File: config.mk
export PLATFORM = sky130hd
export DESIGN_NAME = drive_health_monitor
export DESIGN_NICKNAME = d
export VERILOG_FILES = /design/src/drive_health_monitor.v /design/src/attr_rate_monitor.v
export VERILOG_INCLUDE_DIRS = /design/src
export SDC_FILE = /design/constraint.sdc
export NUM_CORES = 1
export LEC_CHECK = 0
export BUFFER_PORTS_ARGS = -buffer_cell sky130_fd_sc_hd__buf_2
export CAP_MARGIN = 0
export CORE_ASPECT_RATIO = 1.4
export CORE_MARGIN = 5
export CORE_UTILIZATION = 48
export CTS_CLUSTER_DIAMETER = 150
export DETAILED_ROUTE_END_ITERATION = 7
export PLACE_DENSITY = 0.66
export SLEW_MARGIN = 10
export SYNTH_ARGS = -nofsm -noshare
export SYNTH_HDL_FRONTEND = slang
export SYNTH_HIERARCHICAL = 1
export SYNTH_SLANG_ARGS = --single-unit
File: constraint.sdc
create_clock -name aclk -period 9.82 [get_ports aclk]
set_clock_uncertainty 0.2 [all_clocks]
set_input_delay 0 -clock aclk [delete_from_list [all_inputs] [get_ports aclk]]
set_output_delay 0 -clock aclk [all_outputs]
set_load 0.005 [all_outputs]
File: src/health_monitor_map.vh
`ifndef HEALTH_MONITOR_MAP_VH
`define HEALTH_MONITOR_MAP_VH

`define CLK_HZ 40000000
`define CAPTURE_PERIOD_S 7200
`define CAP_ONLINE_MS 60
`define CAP_FULL_MS 370
`define TEMP_PERIOD_S 600
`define SHORT_TEST_S 120
`define SEC_W 13

`define OFS_CTRL 8'h00
`define OFS_REFTEMP 8'h04
`define OFS_SENSE 8'h08
`define OFS_STATUS 8'h0C
`define OFS_DIAG 8'h10
`define OFS_CLEAR 8'h14
`define OFS_INTERVAL 8'h18
`define OFS_THRESH 8'h1C
`define OFS_TEMP 8'h20

`define CTRL_DISABLE 0
`define CTRL_ONLINE 1
`define CTRL_TEMPEN 2
`define CTRL_EXCEPTION_REPORT_METHOD_LO 4
`define CTRL_EXCEPTION_REPORT_METHOD_HI 7
`define CLEAR_TEMP 0
`define CLEAR_PRED 1
`define CLEAR_ROUND 2
`define DIAG_FC_LO 5
`define DIAG_FC_HI 7

`define TEMP_TRIP1 8'h44
`define TEMP_REF_RST 8'h44
`define IVAL_RST 16'h03E8
`define ERR_THR_RST 8'h0A
`define PRED_THR_RST 8'h05

`define FC_SHORT 3'h1
`define FC_EXTENDED 3'h2
`define FC_ABORT 3'h4

`define RES_PASS 4'h0
`define RES_ABORT_HOST 4'h1
`define RES_ABORT_RESET 4'h2
`define RES_FAIL 4'h7
`define RES_RUNNING 4'hF

`define SENSE_PRED 24'h015D00
`define SENSE_TEMP 24'h010B01
`define SENSE_ROUND 24'h013700
`define SENSE_NOT_READY 24'h020400
`define SENSE_NOT_READY_CFG 24'h020403
`define SENSE_NONE 24'h000000

`define RESP_OKAY 2'h0
`define RESP_DECERR 2'h3

`endif

File: src/drive_health_monitor.v
`timescale 1ns/100ps
`default_nettype none
`include "health_monitor_map.vh"
module drive_health_monitor #(
  parameter NUM_ATTR = 4,
  parameter CNT_W = 16,
  parameter [31:0] SEC_CYC = `CLK_HZ,
  parameter [31:0] CAP_ONLINE_CYC = `CAP_ONLINE_MS * (`CLK_HZ / 1000),
  parameter [31:0] CAP_FULL_CYC = `CAP_FULL_MS * (`CLK_HZ / 1000)
) (
  input wire aclk,
  input wire aresetn,
  input wire ce,
  input wire [7:0] s_axi_awaddr,
  input wire s_axi_awvalid,
  output wire s_axi_awready,
  input wire [31:0] s_axi_wdata,
  input wire [3:0] s_axi_wstrb,
  input wire s_axi_wvalid,
  output wire s_axi_wready,
  output wire [1:0] s_axi_bresp,
  output wire s_axi_bvalid,
  input wire s_axi_bready,
  input wire [7:0] s_axi_araddr,
  input wire s_axi_arvalid,
  output wire s_axi_arready,
  output wire [31:0] s_axi_rdata,
  output wire [1:0] s_axi_rresp,
  output wire s_axi_rvalid,
  input wire s_axi_rready,
  input wire [NUM_ATTR-1:0] attr_op,
  input wire [NUM_ATTR-1:0] attr_err,
  input wire host_bus_idle,
  input wire host_bus_reset,
  input wire [7:0] temp_pin,
  input wire [3:0] fault_pin,
  input wire nv_pred_pin,
  input wire seg_done,
  input wire seg_fail,
  output wire nv_pred_save,
  output wire capture_start,
  output wire capture_busy,
  output wire frame_save,
  output wire info_exception,
  output wire st_active,
  output wire [1:0] st_segment,
  output wire st_extended,
  output wire st_seg_start
);
  localparam ST_IDLE = 2'b00;
  localparam ST_ELEC = 2'b01;
  localparam ST_SERVO = 2'b10;
  localparam ST_SCAN = 2'b11;

  function is_mapped;
    input [7:0] a;
    begin
      case (a)
        `OFS_CTRL, `OFS_REFTEMP, `OFS_SENSE, `OFS_STATUS, `OFS_DIAG,
        `OFS_CLEAR, `OFS_INTERVAL, `OFS_THRESH, `OFS_TEMP: is_mapped = 1'b1;
        default: is_mapped = 1'b0;
      endcase
    end
  endfunction

  function [31:0] merge;
    input [31:0] old;
    input [31:0] nw;
    input [3:0] strb;
    integer i;
    begin
      merge = old;
      for (i = 0; i < 4; i = i + 1) begin
        if (strb[i]) begin
          merge[i*8 +: 8] = nw[i*8 +: 8];
        end
      end
    end
  endfunction

  // Pins from outside the clock domain pass two flip-flops first.
  // They carry no reset, so they are full when reset ends and the stored flag is real.
  reg [7:0] temp_s1_r, temp_s2_r;
  reg [3:0] fault_s1_r, fault_s2_r;
  reg nvp_s1_r, nvp_s2_r;
  always @(posedge aclk) begin
    if (ce) begin
      temp_s1_r <= temp_pin;
      temp_s2_r <= temp_s1_r;
      fault_s1_r <= fault_pin;
      fault_s2_r <= fault_s1_r;
      nvp_s1_r <= nv_pred_pin;
      nvp_s2_r <= nvp_s1_r;
    end
  end

  // Register file and bus state.
  reg aw_have_r, w_have_r, bvalid_r, rvalid_r;
  reg [7:0] aw_addr_r;
  reg [31:0] w_data_r, rdata_r;
  reg [3:0] w_strb_r;
  reg [1:0] bresp_r, rresp_r;
  reg [31:0] ctrl_r, ival_len_r, thresh_r;
  reg [7:0] ref_temp_r;
  reg pred_r, temp_warn_r, round_r, boot_r;
  reg [31:0] rd_val;
  wire [31:0] wr_val;
  wire do_write = ce && aw_have_r && w_have_r && !bvalid_r;
  wire do_read = ce && s_axi_arvalid && !rvalid_r;
  wire wr_ok = is_mapped(aw_addr_r);
  assign wr_val = merge(32'h0, w_data_r, w_strb_r);
  wire monitor_disable = ctrl_r[`CTRL_DISABLE];
  wire online_only_select = ctrl_r[`CTRL_ONLINE];
  wire temp_warning_enable = ctrl_r[`CTRL_TEMPEN];
  wire [3:0] exception_report_method = ctrl_r[`CTRL_EXCEPTION_REPORT_METHOD_HI:`CTRL_EXCEPTION_REPORT_METHOD_LO];
  wire [NUM_ATTR-1:0] attr_pred;
  wire pred_any = |attr_pred;
  wire trip1, trip_any, temp_sample;
  reg [7:0] temp_r;
  wire not_ready = |fault_s2_r;
  reg [1:0] st_state_r;
  reg [3:0] st_result_r;
  reg cap_busy_r;

  always @(posedge aclk) begin
    if (!aresetn) begin
      aw_have_r <= 1'b0;
      w_have_r <= 1'b0;
      bvalid_r <= 1'b0;
      rvalid_r <= 1'b0;
      aw_addr_r <= 8'h00;
      w_data_r <= 32'h0;
      w_strb_r <= 4'h0;
      bresp_r <= `RESP_OKAY;
      rresp_r <= `RESP_OKAY;
      rdata_r <= 32'h0;
      ctrl_r <= 32'h0;
      ref_temp_r <= `TEMP_REF_RST;
      ival_len_r <= {16'h0, `IVAL_RST};
      thresh_r <= {16'h0, `PRED_THR_RST, `ERR_THR_RST};
      pred_r <= 1'b0;
      temp_warn_r <= 1'b0;
      round_r <= 1'b0;
      boot_r <= 1'b1;
    end else if (ce) begin
      if (s_axi_awvalid && s_axi_awready) begin
        aw_have_r <= 1'b1;
        aw_addr_r <= s_axi_awaddr;
      end
      if (s_axi_wvalid && s_axi_wready) begin
        w_have_r <= 1'b1;
        w_data_r <= s_axi_wdata;
        w_strb_r <= s_axi_wstrb;
      end
      if (do_write) begin
        aw_have_r <= 1'b0;
        w_have_r <= 1'b0;
        bvalid_r <= 1'b1;
        bresp_r <= wr_ok ? `RESP_OKAY : `RESP_DECERR;
        case (aw_addr_r)
          `OFS_CTRL: ctrl_r <= merge(ctrl_r, w_data_r, w_strb_r);
          `OFS_INTERVAL: ival_len_r <= merge(ival_len_r, w_data_r, w_strb_r);
          `OFS_THRESH: thresh_r <= merge(thresh_r, w_data_r, w_strb_r);
          default: ;
        endcase
      end else if (bvalid_r && s_axi_bready) begin
        bvalid_r <= 1'b0;
      end
      if (do_write && aw_addr_r == `OFS_REFTEMP && w_strb_r[0]) begin
        if (w_data_r[7:0] > `TEMP_TRIP1) begin
          ref_temp_r <= `TEMP_TRIP1;
        end else begin
          ref_temp_r <= w_data_r[7:0];
        end
      end
      // Every sticky flag below lets a new event win over a clear in the same cycle.
      if (do_write && aw_addr_r == `OFS_CLEAR && wr_val[`CLEAR_ROUND]) begin
        round_r <= 1'b0;
      end
      if (do_write && aw_addr_r == `OFS_REFTEMP && w_strb_r[0] && w_data_r[7:0] > `TEMP_TRIP1) begin
        round_r <= 1'b1;
      end
      if (do_write && aw_addr_r == `OFS_CLEAR && wr_val[`CLEAR_TEMP]) begin
        temp_warn_r <= 1'b0;
      end
      if (temp_sample && trip_any && temp_warning_enable) begin
        temp_warn_r <= 1'b1;
      end
      // The pending code is reloaded from the non-volatile copy after reset, and the
      // host bus reset does not touch it.
      boot_r <= 1'b0;
      if (do_write && aw_addr_r == `OFS_CLEAR && wr_val[`CLEAR_PRED]) begin
        pred_r <= 1'b0;
      end
      if (boot_r) begin
        pred_r <= nvp_s2_r;
      end else if (pred_any && !monitor_disable) begin
        pred_r <= 1'b1;
      end
      if (do_read) begin
        rvalid_r <= 1'b1;
        rdata_r <= rd_val;
        rresp_r <= is_mapped(s_axi_araddr) ? `RESP_OKAY : `RESP_DECERR;
      end else if (rvalid_r && s_axi_rready) begin
        rvalid_r <= 1'b0;
      end
    end
  end

  // Sense data, highest priority first.
  reg [23:0] sense_code;
  reg [7:0] sense_fru;
  always @* begin
    sense_fru = 8'h00;
    if (not_ready) begin
      sense_code = fault_s2_r[3] ? `SENSE_NOT_READY_CFG : `SENSE_NOT_READY;
    end else if (pred_r) begin
      sense_code = `SENSE_PRED;
    end else if (temp_warn_r) begin
      sense_code = `SENSE_TEMP;
      sense_fru = temp_r;
    end else if (round_r) begin
      sense_code = `SENSE_ROUND;
    end else begin
      sense_code = `SENSE_NONE;
    end
  end

  always @* begin
    case (s_axi_araddr)
      `OFS_CTRL: rd_val = ctrl_r;
      `OFS_REFTEMP: rd_val = {24'h0, ref_temp_r};
      `OFS_SENSE: rd_val = {sense_code, sense_fru};
      `OFS_STATUS: rd_val = {20'h0, st_result_r, 1'b0, st_active, cap_busy_r, not_ready,
                             round_r, temp_warn_r, pred_r, info_exception};
      `OFS_DIAG: rd_val = {24'h0, st_result_r, 2'b00, st_state_r};
      `OFS_INTERVAL: rd_val = ival_len_r;
      `OFS_THRESH: rd_val = thresh_r;
      `OFS_TEMP: rd_val = {24'h0, temp_r};
      default: rd_val = 32'h0;
    endcase
  end

  assign s_axi_awready = ce && !aw_have_r && !bvalid_r;
  assign s_axi_wready = ce && !w_have_r && !bvalid_r;
  assign s_axi_bvalid = bvalid_r;
  assign s_axi_bresp = bresp_r;
  assign s_axi_arready = ce && !rvalid_r;
  assign s_axi_rvalid = rvalid_r;
  assign s_axi_rdata = rdata_r;
  assign s_axi_rresp = rresp_r;

  // Attribute monitors; all stop while monitoring is disabled.
  genvar g;
  generate
    for (g = 0; g < NUM_ATTR; g = g + 1) begin : attr
      attr_rate_monitor #(
        .CNT_W(CNT_W),
        .THR_W(8)
      ) u_mon (
        .aclk(aclk),
        .aresetn(aresetn),
        .ce(ce),
        .enable(!monitor_disable),
        .op(attr_op[g]),
        .err(attr_err[g]),
        .interval_len(ival_len_r[CNT_W-1:0]),
        .err_thresh(thresh_r[7:0]),
        .pred_thresh(thresh_r[15:8]),
        .predict(attr_pred[g]),
        .history()
      );
    end
  endgenerate

  // One-second time base shared by the slow schedules.
  reg [31:0] sec_cnt_r;
  reg sec_tick_r;
  reg [`SEC_W-1:0] cap_sec_r, temp_sec_r, st_sec_r;
  reg cap_due_r, temp_first_r, sample_r, frame_r, cap_start_r;
  reg [31:0] cap_cnt_r;
  always @(posedge aclk) begin
    if (!aresetn) begin
      sec_cnt_r <= 32'h0;
      sec_tick_r <= 1'b0;
    end else if (ce) begin
      sec_tick_r <= (sec_cnt_r == SEC_CYC - 32'h1);
      sec_cnt_r <= (sec_cnt_r == SEC_CYC - 32'h1) ? 32'h0 : sec_cnt_r + 32'h1;
    end
  end

  // Capture holds off until the bus is idle and then runs to completion.
  always @(posedge aclk) begin
    if (!aresetn) begin
      cap_sec_r <= {`SEC_W{1'b0}};
      cap_due_r <= 1'b0;
      cap_busy_r <= 1'b0;
      cap_cnt_r <= 32'h0;
      cap_start_r <= 1'b0;
    end else if (ce) begin
      cap_start_r <= 1'b0;
      if (sec_tick_r && !cap_due_r) begin
        if (cap_sec_r == `CAPTURE_PERIOD_S - 1) begin
          cap_sec_r <= {`SEC_W{1'b0}};
          cap_due_r <= 1'b1;
        end else begin
          cap_sec_r <= cap_sec_r + {{(`SEC_W-1){1'b0}}, 1'b1};
        end
      end
      if (cap_busy_r) begin
        if (cap_cnt_r == 32'h1) begin
          cap_busy_r <= 1'b0;
        end
        cap_cnt_r <= cap_cnt_r - 32'h1;
      end else if (cap_due_r && host_bus_idle && !monitor_disable) begin
        cap_due_r <= 1'b0;
        cap_busy_r <= 1'b1;
        cap_start_r <= 1'b1;
        cap_cnt_r <= online_only_select ? CAP_ONLINE_CYC : CAP_FULL_CYC;
      end else if (cap_due_r && monitor_disable) begin
        cap_due_r <= 1'b0;
      end
    end
  end

  // Thermal sampling at power-up and every ten minutes.
  always @(posedge aclk) begin
    if (!aresetn) begin
      temp_sec_r <= {`SEC_W{1'b0}};
      temp_first_r <= 1'b1;
      sample_r <= 1'b0;
      temp_r <= 8'h00;
      frame_r <= 1'b0;
    end else if (ce) begin
      sample_r <= 1'b0;
      frame_r <= 1'b0;
      // The first sample waits for the synchroniser to fill.
      if (temp_first_r && !boot_r) begin
        temp_first_r <= 1'b0;
        sample_r <= 1'b1;
        temp_r <= temp_s2_r;
      end else if (sec_tick_r) begin
        if (temp_sec_r == `TEMP_PERIOD_S - 1) begin
          temp_sec_r <= {`SEC_W{1'b0}};
          sample_r <= 1'b1;
          temp_r <= temp_s2_r;
        end else begin
          temp_sec_r <= temp_sec_r + {{(`SEC_W-1){1'b0}}, 1'b1};
        end
      end
      if (temp_sample && trip1 && !monitor_disable) begin
        frame_r <= 1'b1;
      end
    end
  end

  assign temp_sample = sample_r;
  assign trip1 = (temp_r > `TEMP_TRIP1);
  assign trip_any = trip1 || (temp_r > ref_temp_r);

  // Self-test sequencer.
  wire [2:0] diag_fc = wr_val[`DIAG_FC_HI:`DIAG_FC_LO];
  wire diag_wr = do_write && aw_addr_r == `OFS_DIAG && w_strb_r[0];
  reg st_ext_r, st_start_r;
  always @(posedge aclk) begin
    if (!aresetn) begin
      st_state_r <= ST_IDLE;
      st_result_r <= `RES_PASS;
      st_ext_r <= 1'b0;
      st_start_r <= 1'b0;
      st_sec_r <= {`SEC_W{1'b0}};
    end else if (ce) begin
      st_start_r <= 1'b0;
      if (sec_tick_r) begin
        st_sec_r <= st_sec_r + {{(`SEC_W-1){1'b0}}, 1'b1};
      end
      case (st_state_r)
        ST_IDLE: begin
          // A drive that is not ready refuses the test; the sense data tells why.
          if (diag_wr && !not_ready && (diag_fc == `FC_SHORT || diag_fc == `FC_EXTENDED)) begin
            st_state_r <= ST_ELEC;
            st_ext_r <= (diag_fc == `FC_EXTENDED);
            st_result_r <= `RES_RUNNING;
            st_start_r <= 1'b1;
            st_sec_r <= {`SEC_W{1'b0}};
          end
        end
        default: begin
          if (host_bus_reset) begin
            st_state_r <= ST_IDLE;
            st_result_r <= `RES_ABORT_RESET;
          end else if (diag_wr && diag_fc == `FC_ABORT) begin
            st_state_r <= ST_IDLE;
            st_result_r <= `RES_ABORT_HOST;
          end else if (seg_done && seg_fail) begin
            // Only errors left after all retries reach seg_fail.
            st_state_r <= ST_IDLE;
            st_result_r <= `RES_FAIL;
          end else if (!st_ext_r && st_sec_r == `SHORT_TEST_S) begin
            st_state_r <= ST_IDLE;
            st_result_r <= `RES_PASS;
          end else if (seg_done) begin
            if (st_state_r == ST_SCAN) begin
              st_state_r <= ST_IDLE;
              st_result_r <= `RES_PASS;
            end else begin
              st_state_r <= st_state_r + 2'b01;
              st_start_r <= 1'b1;
            end
          end
        end
      endcase
    end
  end

  assign st_active = (st_state_r != ST_IDLE);
  assign st_segment = st_state_r - 2'b01;
  assign st_extended = st_ext_r;
  assign st_seg_start = st_start_r;
  assign nv_pred_save = pred_r;
  assign capture_start = cap_start_r;
  assign capture_busy = cap_busy_r;
  assign frame_save = frame_r;
  assign info_exception = (exception_report_method != 4'h0) &&
                          (pred_r || temp_warn_r);
endmodule // drive_health_monitor
`default_nettype wire

File: src/attr_rate_monitor.v
`timescale 1ns/100ps
`default_nettype none
module attr_rate_monitor #(
  parameter CNT_W = 16,
  parameter THR_W = 8
) (
  input wire aclk,
  input wire aresetn,
  input wire ce,
  input wire enable,
  input wire op,
  input wire err,
  input wire [CNT_W-1:0] interval_len,
  input wire [THR_W-1:0] err_thresh,
  input wire [THR_W-1:0] pred_thresh,
  output wire predict,
  output wire [THR_W-1:0] history
);
  reg [CNT_W-1:0] ival_r;
  reg [THR_W-1:0] fail_r;
  reg [THR_W-1:0] hist_r;
  wire [CNT_W-1:0] ival_nxt = ival_r + {{(CNT_W-1){1'b0}}, op};
  wire [THR_W-1:0] fail_nxt = fail_r + {{(THR_W-1){1'b0}}, err};
  wire bad = (fail_nxt > err_thresh);
  wire good = !bad && (ival_nxt >= interval_len);

  always @(posedge aclk) begin
    if (!aresetn) begin
      ival_r <= {CNT_W{1'b0}};
      fail_r <= {THR_W{1'b0}};
      hist_r <= {THR_W{1'b0}};
    end else if (ce && enable) begin
      if (bad || good) begin
        ival_r <= {CNT_W{1'b0}};
        fail_r <= {THR_W{1'b0}};
      end else begin
        ival_r <= ival_nxt;
        fail_r <= fail_nxt;
      end
      if (bad && hist_r != {THR_W{1'b1}}) begin
        hist_r <= hist_r + {{(THR_W-1){1'b0}}, 1'b1};
      end else if (good && hist_r != {THR_W{1'b0}}) begin
        hist_r <= hist_r - {{(THR_W-1){1'b0}}, 1'b1};
      end
    end
  end

  // A zero threshold would flag a healthy drive, so it never predicts.
  assign predict = (pred_thresh != {THR_W{1'b0}}) && (hist_r >= pred_thresh);
  assign history = hist_r;
endmodule // attr_rate_monitor
`default_nettype wire

==> impl_results.md, run 1 <==
- Worst skew pair latency: 0.60 ns
- Non-Filler Instances: roughly 4300
- Cts bufs inserted: between 40 and 50
- Synth warnings: 6
- Largest net degree at the start of global routing: about 130
- Initial antenna violation count: 9
- Slew headroom: 0.238
- Dpl cells: 3991
- Crit path max-delay family: compound AO/OA/AOI/OAI gates
- TritonCTS clock tree: built
- Clock root buffer: clkbuf_16
- Max-slew violation count: 0
- Worst-path fanout max: 9
- Via count: 24650
- Width of the chip: between 200 and 250 um
- Worst-margin pin slew: roughly 1.1 ns
- DPL Wire Length: roughly 53 mm
- Area Overhead vs Synth: 18.9%
- Net switching share of the total power: 0.234
- IO Count: 136
- Placed Area: roughly 0.028 sq mm
- Wirelength, routed: approximately 80 mm
- Wire per inst: ~18 um
- WP data arrival: around 4.7 ns
- I/O Buffers: about 140
- DR iter-0 viols: ~1800
- Syn avg cell area: between 8 and 9 sq um
- CP most frequent cell: ha_1
- Max stage delay cell, worst path: o21ai_4
- Sink Count: between 400 and 500
- Net switching power figure: a little under 1 mW
- Top FF cell, synth: dfxtp_1
- RSZ-0062 raised after global routing: false
- Tcrit/Tclk final: 0.445
- Status: finished clean
- Layout cells sized above 1: 0.104
- Max cap viols: 0
- Pre-antenna DRT Iters: 7
- Critical path depth: 18
- Remaining antenna violation count: 0
- Core area: ~0.055 sq mm
- CP peak stage delay: about 0.34 ns
- Gpl congestion: between 0.9 and 1
- Seq cells post-synth: 470
- Vias in the first global route: around 24000
- Initial Util: 0.485
- Dpl ws: between 5 and 6 ns
- Synthesized cell area: between 0.02 and 0.03 sq mm
- Final non-filler cell area: approximately 0.032 sq mm
- Async set-reset flop share out of synthesis: 0
- Sequential share of the synthesized area: 0.360
- GRT Overall Usage: 0.249
- Cts repair resizes: 0
- Number of post-CTS setup repair buffers: 0
- Crit path cell chain: ha_1 > ha_1 > nand3_1 > nor2_1 > xor2_1 > ha_1 > o21ai_0 > nor2_1 > or2_4 > o21ai_4 > ha_1 > a21o_1 > a211oi_2 > nor2_1 > o41ai_1 > xnor2_1 > and3_1 > o21a_1
- Die Area: 0.0609 sq mm
- Via/cell ratio: around 5.7
- Number of synthesized flops with an enable pin: 26
- Final Hold Vio Count: 0
- Hold Path Cell Cnt: 4
- Post-Route Setup TNS: 0 ns
- Clock group share of total power: 0.476
- Final setup viols: 0
- Period minus WS final: roughly 4.4 ns
- WP data required: around 10 ns
- H-Tree Depth: 2
- Pwr Total: approximately 4.3 mW
- Static leakage: ~13 nW
- Reg power frac: 0.465
- Worst r2r path cells: 18
- Reg clk slew, reported paths: 0.06 ns
- # rows: ~100
- Fmax achieved: between 200 and 250 MHz
- Hold Buf Count CTS: ~220
- PD cells: approximately 130 mW/mm^2
- Min-Delay Path Class: in -> reg
- Comb pwr share: 0.059
- Maximum vdd ir drop: between 0.15 and 0.2 mV
- Final WS setup: approximately 5.4 ns
- Clk buf depth: 3
- Startpoint types: flop
- Syn Inst Count: around 3200
- CP Capture Type: flop
- Distinct cell type count after synthesis: a little under 100
- Critical path class: reg -> reg
- DRC errors left: 0
- Global-route wire length before repair: roughly 130 mm
- CP Buf/Inv Count: 0
- Syn nets: 3521
- Int Pwr: 3.26 mW
- Layout Nets: 3804
- Remaining global-route overflow: 0
- Die Y-Extent: about 290 um
metal layers:
layer,global-route usage,vias to the layer above,routed length [um]
met5,0,-,0
met4,0.132,0,4600
met3,0.0397,232,4600
met2,0.438,777,38500
met1,0.288,11695,30900
li1,-,11946,-
logic make-up after synthesis:
group | share of synthesized area
AO/OA/AOI/OAI | 0.168
flip-flops | 0.360
multiplexers | 0.0254
AND/OR/NAND/NOR | 0.254
buffers and inverters | 0.0525
adder cells (fa/ha/maj) | 0.0891
XOR/XNOR | 0.0511
worst paths after layout:
path / start / end / slack [ns]
max: attr[3].u_mon/fail_r[0] / attr[3].u_mon/history[7] / 5.45
min: s_axi_wvalid / w_have_r / 0.07
max reg2reg: attr[3].u_mon/fail_r[0] / attr[3].u_mon/history[7] / 5.45
min reg2reg: fault_s1_r[3] / fault_s2_r[3] / 0.22
worst min-delay path: stages:
cell	delay, ns
dlygate4sd3_1	0.52
buf_2	0.12
a21oi_1	0.06
nor3_1	0.11
power by group through the flow:
stage | sequential, mW | clock (mW) | combinational (mW)
6_report | 1.98 | 2.02 | 0.251
4_1_cts | 1.98 | 2.06 | 0.246
3_3_place_gp | 2.02 | 0 | 0.181
5_1_grt | 1.98 | 2.14 | 0.274
3_5_place_dp | 2.02 | 0 | 0.186
2_1_floorplan | 2.01 | 0 | 0.125
cell usage in the layout, fill, tap and decap left out, types with 24 or more instances in the layout:
| cell type | count |
|---|---|
| nand2_1 | 524 |
| dfxtp_1 | 444 |
| nor2_1 | 240 |
| a21oi_1 | 229 |
| dlygate4sd3_1 | 216 |
| inv_1 | 209 |
| ha_1 | 185 |
| buf_2 | 133 |
| nand3_1 | 107 |
| o21ai_0 | 103 |
| xnor2_1 | 103 |
| and2_1 | 73 |
| mux2i_1 | 58 |
| xor2_1 | 54 |
| nand4_1 | 53 |
| clkbuf_16 | 52 |
| nor3_1 | 49 |
| and3_1 | 39 |
| nor4_1 | 37 |
| nand2b_1 | 37 |
| nor2b_1 | 32 |
| a211o_1 | 28 |
| o31ai_1 | 26 |
| edfxtp_1 | 26 |
| a21boi_1 | 24 |
cell usage after synthesis, types with 28 or more instances:
cell,number,area share
xnor2_1,103,0.034
and3_1,39,0.0091
nor2_1,240,0.034
nor4_1,38,0.0088
ha_1,185,0.086
inv_1,210,0.029
xor2_1,54,0.018
clkbuf_1,101,0.014
o21ai_0,104,0.019
nand2_1,524,0.073
dfxtp_1,444,0.33
a21oi_1,229,0.043
nand3_1,107,0.020
a211o_1,28,0.0091
nand4_1,53,0.012
nor3_1,49,0.0091
nand2b_1,37,0.0086
and2_1,73,0.017
nor2b_1,32,0.0074
mux2i_1,58,0.022
per-stage QoR:
stage                     hold slack [ns]  utilization
final                              0.0740        0.577
after global routing                0.111        0.577
after CTS                          0.0314        0.577
after detailed placement          -0.0219        0.506
after global placement            -0.0215        0.506
after floorplan                    -0.101            -
flip-flops by register name (all words and copies together), names as in the netlist, 13 cells and up:
| signal | cells |
|---|---|
| cap_sec_r | 13 |
| attr.u_mon/ival_r | 64 |
| cap_cnt_r | 32 |
| temp_sec_r | 13 |
| ctrl_r | 32 |
| w_data_r | 32 |
| ival_len_r | 32 |
| sec_cnt_r | 32 |
| attr.u_mon/history | 32 |
| s_axi_rdata | 32 |
| attr.u_mon/fail_r | 32 |
| st_sec_r | 13 |
| thresh_r | 32 |
layout make-up:
cell class / count / area, sq um
flip-flops and latches: 470 / 9670
well taps: 728 / 911
clock inverters: 22 / 300
multi-input cells: 2427 / 15800
repair buffers: 371 / 3010
fillers: 4852 / 23400
diodes: 8 / 20.0
clock buffers: 69 / 1460
inverters: 211 / 797
Power figures use the tool's default switching activity.
==> run 2, diff against run 1 <==
clock period = 4.5 ns   (was 9.82 ns; I/O delays follow)
==> impl_results.md, run 2 (synthesis gave the netlist of run 1 again) <==
- Wire per inst: 18.4 um
- Reg2Reg Setup Slack: 0.29 ns
- Via/cell ratio: ~5.8
- Worst-margin pin slew: roughly 1.1 ns
- Worst skew pair latency: between 0.6 and 0.7 ns
- Most flops, register: attr.u_mon/ival_r
- GRT Overall Usage: 0.251
- H-Tree Depth: 2
- Net switching share of the total power: 0.229
- RR Startpoint: attr[3].u_mon/fail_r[0]
- Cts bufs inserted: 51
- Initial antenna violation count: 3
- Width of the chip: about 210 um
- Net switching power figure: about 2.2 mW
- I/O Buffers: 135
- IO Count: 136
- Clock group share of total power: 0.490
- Startpoint types: flop
- Clk buf depth: 3
- Remaining global-route overflow: 0
- Slew headroom: 0.249
- Global-route wire length before repair: around 130 mm
- CP Buf/Inv Count: 0
- Layout Nets: about 3800
- Dpl ws: between 0.15 and 0.2 ns
- Min-Delay Path Class: in -> reg
- Hold Path Cell Cnt: 4
- Post-Route Utilization: 0.577
- Critical path class: reg -> reg
- Fmax achieved: 238 MHz
- RSZ-0062 raised after global routing: true
- CP Capture Type: flop
- Largest register FFs: 64
- TritonCTS clock tree: built
- Worst r2r path cells: 18
- Die Area: 0.0609 sq mm
- Tcrit/Tclk final: 0.935
- Int Pwr: approximately 7.3 mW
- DPL Wire Length: 53.7 mm
- Final WS setup: slightly below 0.3 ns
- Remaining antenna violation count: 0
- DRC errors left: 0
- Final Hold Vio Count: 0
- Vias in the first global route: between 20000 and 25000
- Static leakage: around 13 nW
- Crit path cell chain: ha_1 > ha_2 > nand3_1 > nor2_1 > xor2_1 > ha_1 > o21ai_0 > nor2_1 > or2_4 > o21ai_4 > ha_1 > a21o_1 > a211oi_2 > nor2_1 > o41ai_2 > xnor2_1 > and3_1 > o21a_1
- Status: finished clean
- Largest net degree at the start of global routing: 75
- Non-Filler Instances: about 4300
- Pre-antenna DRT Iters: 6
- Layout cells sized above 1: 0.110
- Commonest non-fill, non-tap cell in the layout: nand2_1
- Gpl congestion: 0.931
- Dpl cells: approximately 4000
- Maximum vdd ir drop: roughly 0.32 mV
- # rows: about 100
- CP peak stage delay: ~0.33 ns
- Reg clk slew, reported paths: roughly 0.060 ns
- Max stage delay cell, worst path: dfxtp_1
- Most frequent cells in the layout: 524 x nand2_1, 444 x dfxtp_1, 240 x nor2_1
- Sink Count: 470
- PD cells: slightly below 300 mW/mm^2
- Die Y-Extent: 290 um
- WP data arrival: ~4.5 ns
- Core area: ~0.055 sq mm
- DR iter-0 viols: about 1700
- Max-slew violation count: 0
- Crit path max-delay family: compound AO/OA/AOI/OAI gates
- Worst Hold Launch: s_axi_wvalid
- Worst-path fanout max: 9
- Wirelength, routed: ~79 mm
- Clock root buffer: clkbuf_16
- Area Overhead vs Synth: 18.9%
- Final setup viols: 0
- Initial Util: 0.485
- Period minus WS final: ~4.2 ns
- Comb pwr share: 0.057
- Fill cell count: 4924
- Hold Path End: w_have_r
- WP data required: 4.80 ns
- Via count: 24726
- Max cap viols: 0
- Reg2reg end: attr[3].u_mon/history[7]
- Reg power frac: 0.453
-- run 2: worst max path at each step --
stage                                  startpoint                  endpoint  slack, ns  depth (start not counted)
after global placement    attr[1].u_mon/fail_r[0]  attr[1].u_mon/history[7]       0.30                         18
after CTS                 attr[3].u_mon/fail_r[0]  attr[3].u_mon/history[7]       0.16                         18
after global routing      attr[3].u_mon/fail_r[0]  attr[3].u_mon/history[7]      -0.04                         18
after floorplan           attr[0].u_mon/fail_r[0]  attr[0].u_mon/history[7]       0.61                         18
after detailed placement  attr[3].u_mon/fail_r[0]  attr[3].u_mon/history[7]       0.17                         18
final                     attr[3].u_mon/fail_r[0]  attr[3].u_mon/history[7]       0.29                         18
-- run 2: per-layer routing --
metal  track usage  wire (um)  vias to the layer above
met5             0          0                        -
met4         0.115       4030                        0
met3        0.0399       4580                      230
met2         0.441      38800                      731
met1         0.298      31600                    11833
li1              -          -                    11932
-- run 2: stage by stage --
step | hold slack [ns] | instance area, sq um | TNS, ns | power, mW
finish | 0.0533 | 32000 | 0 | 9.53
global route | 0.0746 | 32000 | -0.0578 | 9.82
CTS | 0.0205 | 31900 | 0 | 9.60
detailed placement | -0.0201 | 28100 | 0 | 4.82
global placement | -0.0220 | 28100 | 0 | 4.80
floorplan | -0.101 | 26900 | 0 | 4.65
-- run 2: power groups by stage --
stage | clock, mW | sequential (mW) | combinational, mW
2_1_floorplan | 0 | 4.38 | 0.273
3_3_place_gp | 0 | 4.40 | 0.402
3_5_place_dp | 0 | 4.41 | 0.413
4_1_cts | 4.75 | 4.31 | 0.535
5_1_grt | 4.91 | 4.32 | 0.594
6_report | 4.67 | 4.32 | 0.546
-- run 2: final cells by class --
| cell class | instances | area [sq um] | area share |
|---|---|---|---|
| antenna | 3 | 7.51 | 0.000235 |
| clock buffer | 69 | 1460 | 0.0455 |
| clock inverter | 25 | 420 | 0.0132 |
| inverter | 211 | 797 | 0.0249 |
| multi-input combinational | 2427 | 15800 | 0.495 |
| sequential | 470 | 9670 | 0.303 |
| tap | 728 | 911 | 0.0285 |
| timing repair buffer | 363 | 2870 | 0.0899 |
-- run 2: timing repair --
action                     4_1_cts  5_1_grt
resized for setup                0        2
hold buffers                   192        0
setup endpoints to repair        0        4
hold endpoints to repair       187        0
setup buffers                    0        9
-- run 2: worst min-delay path, stage by stage --
cell           delay (ns)
dlygate4sd3_1        0.52
buf_2                0.12
a21oi_1              0.06
nor3_1               0.12
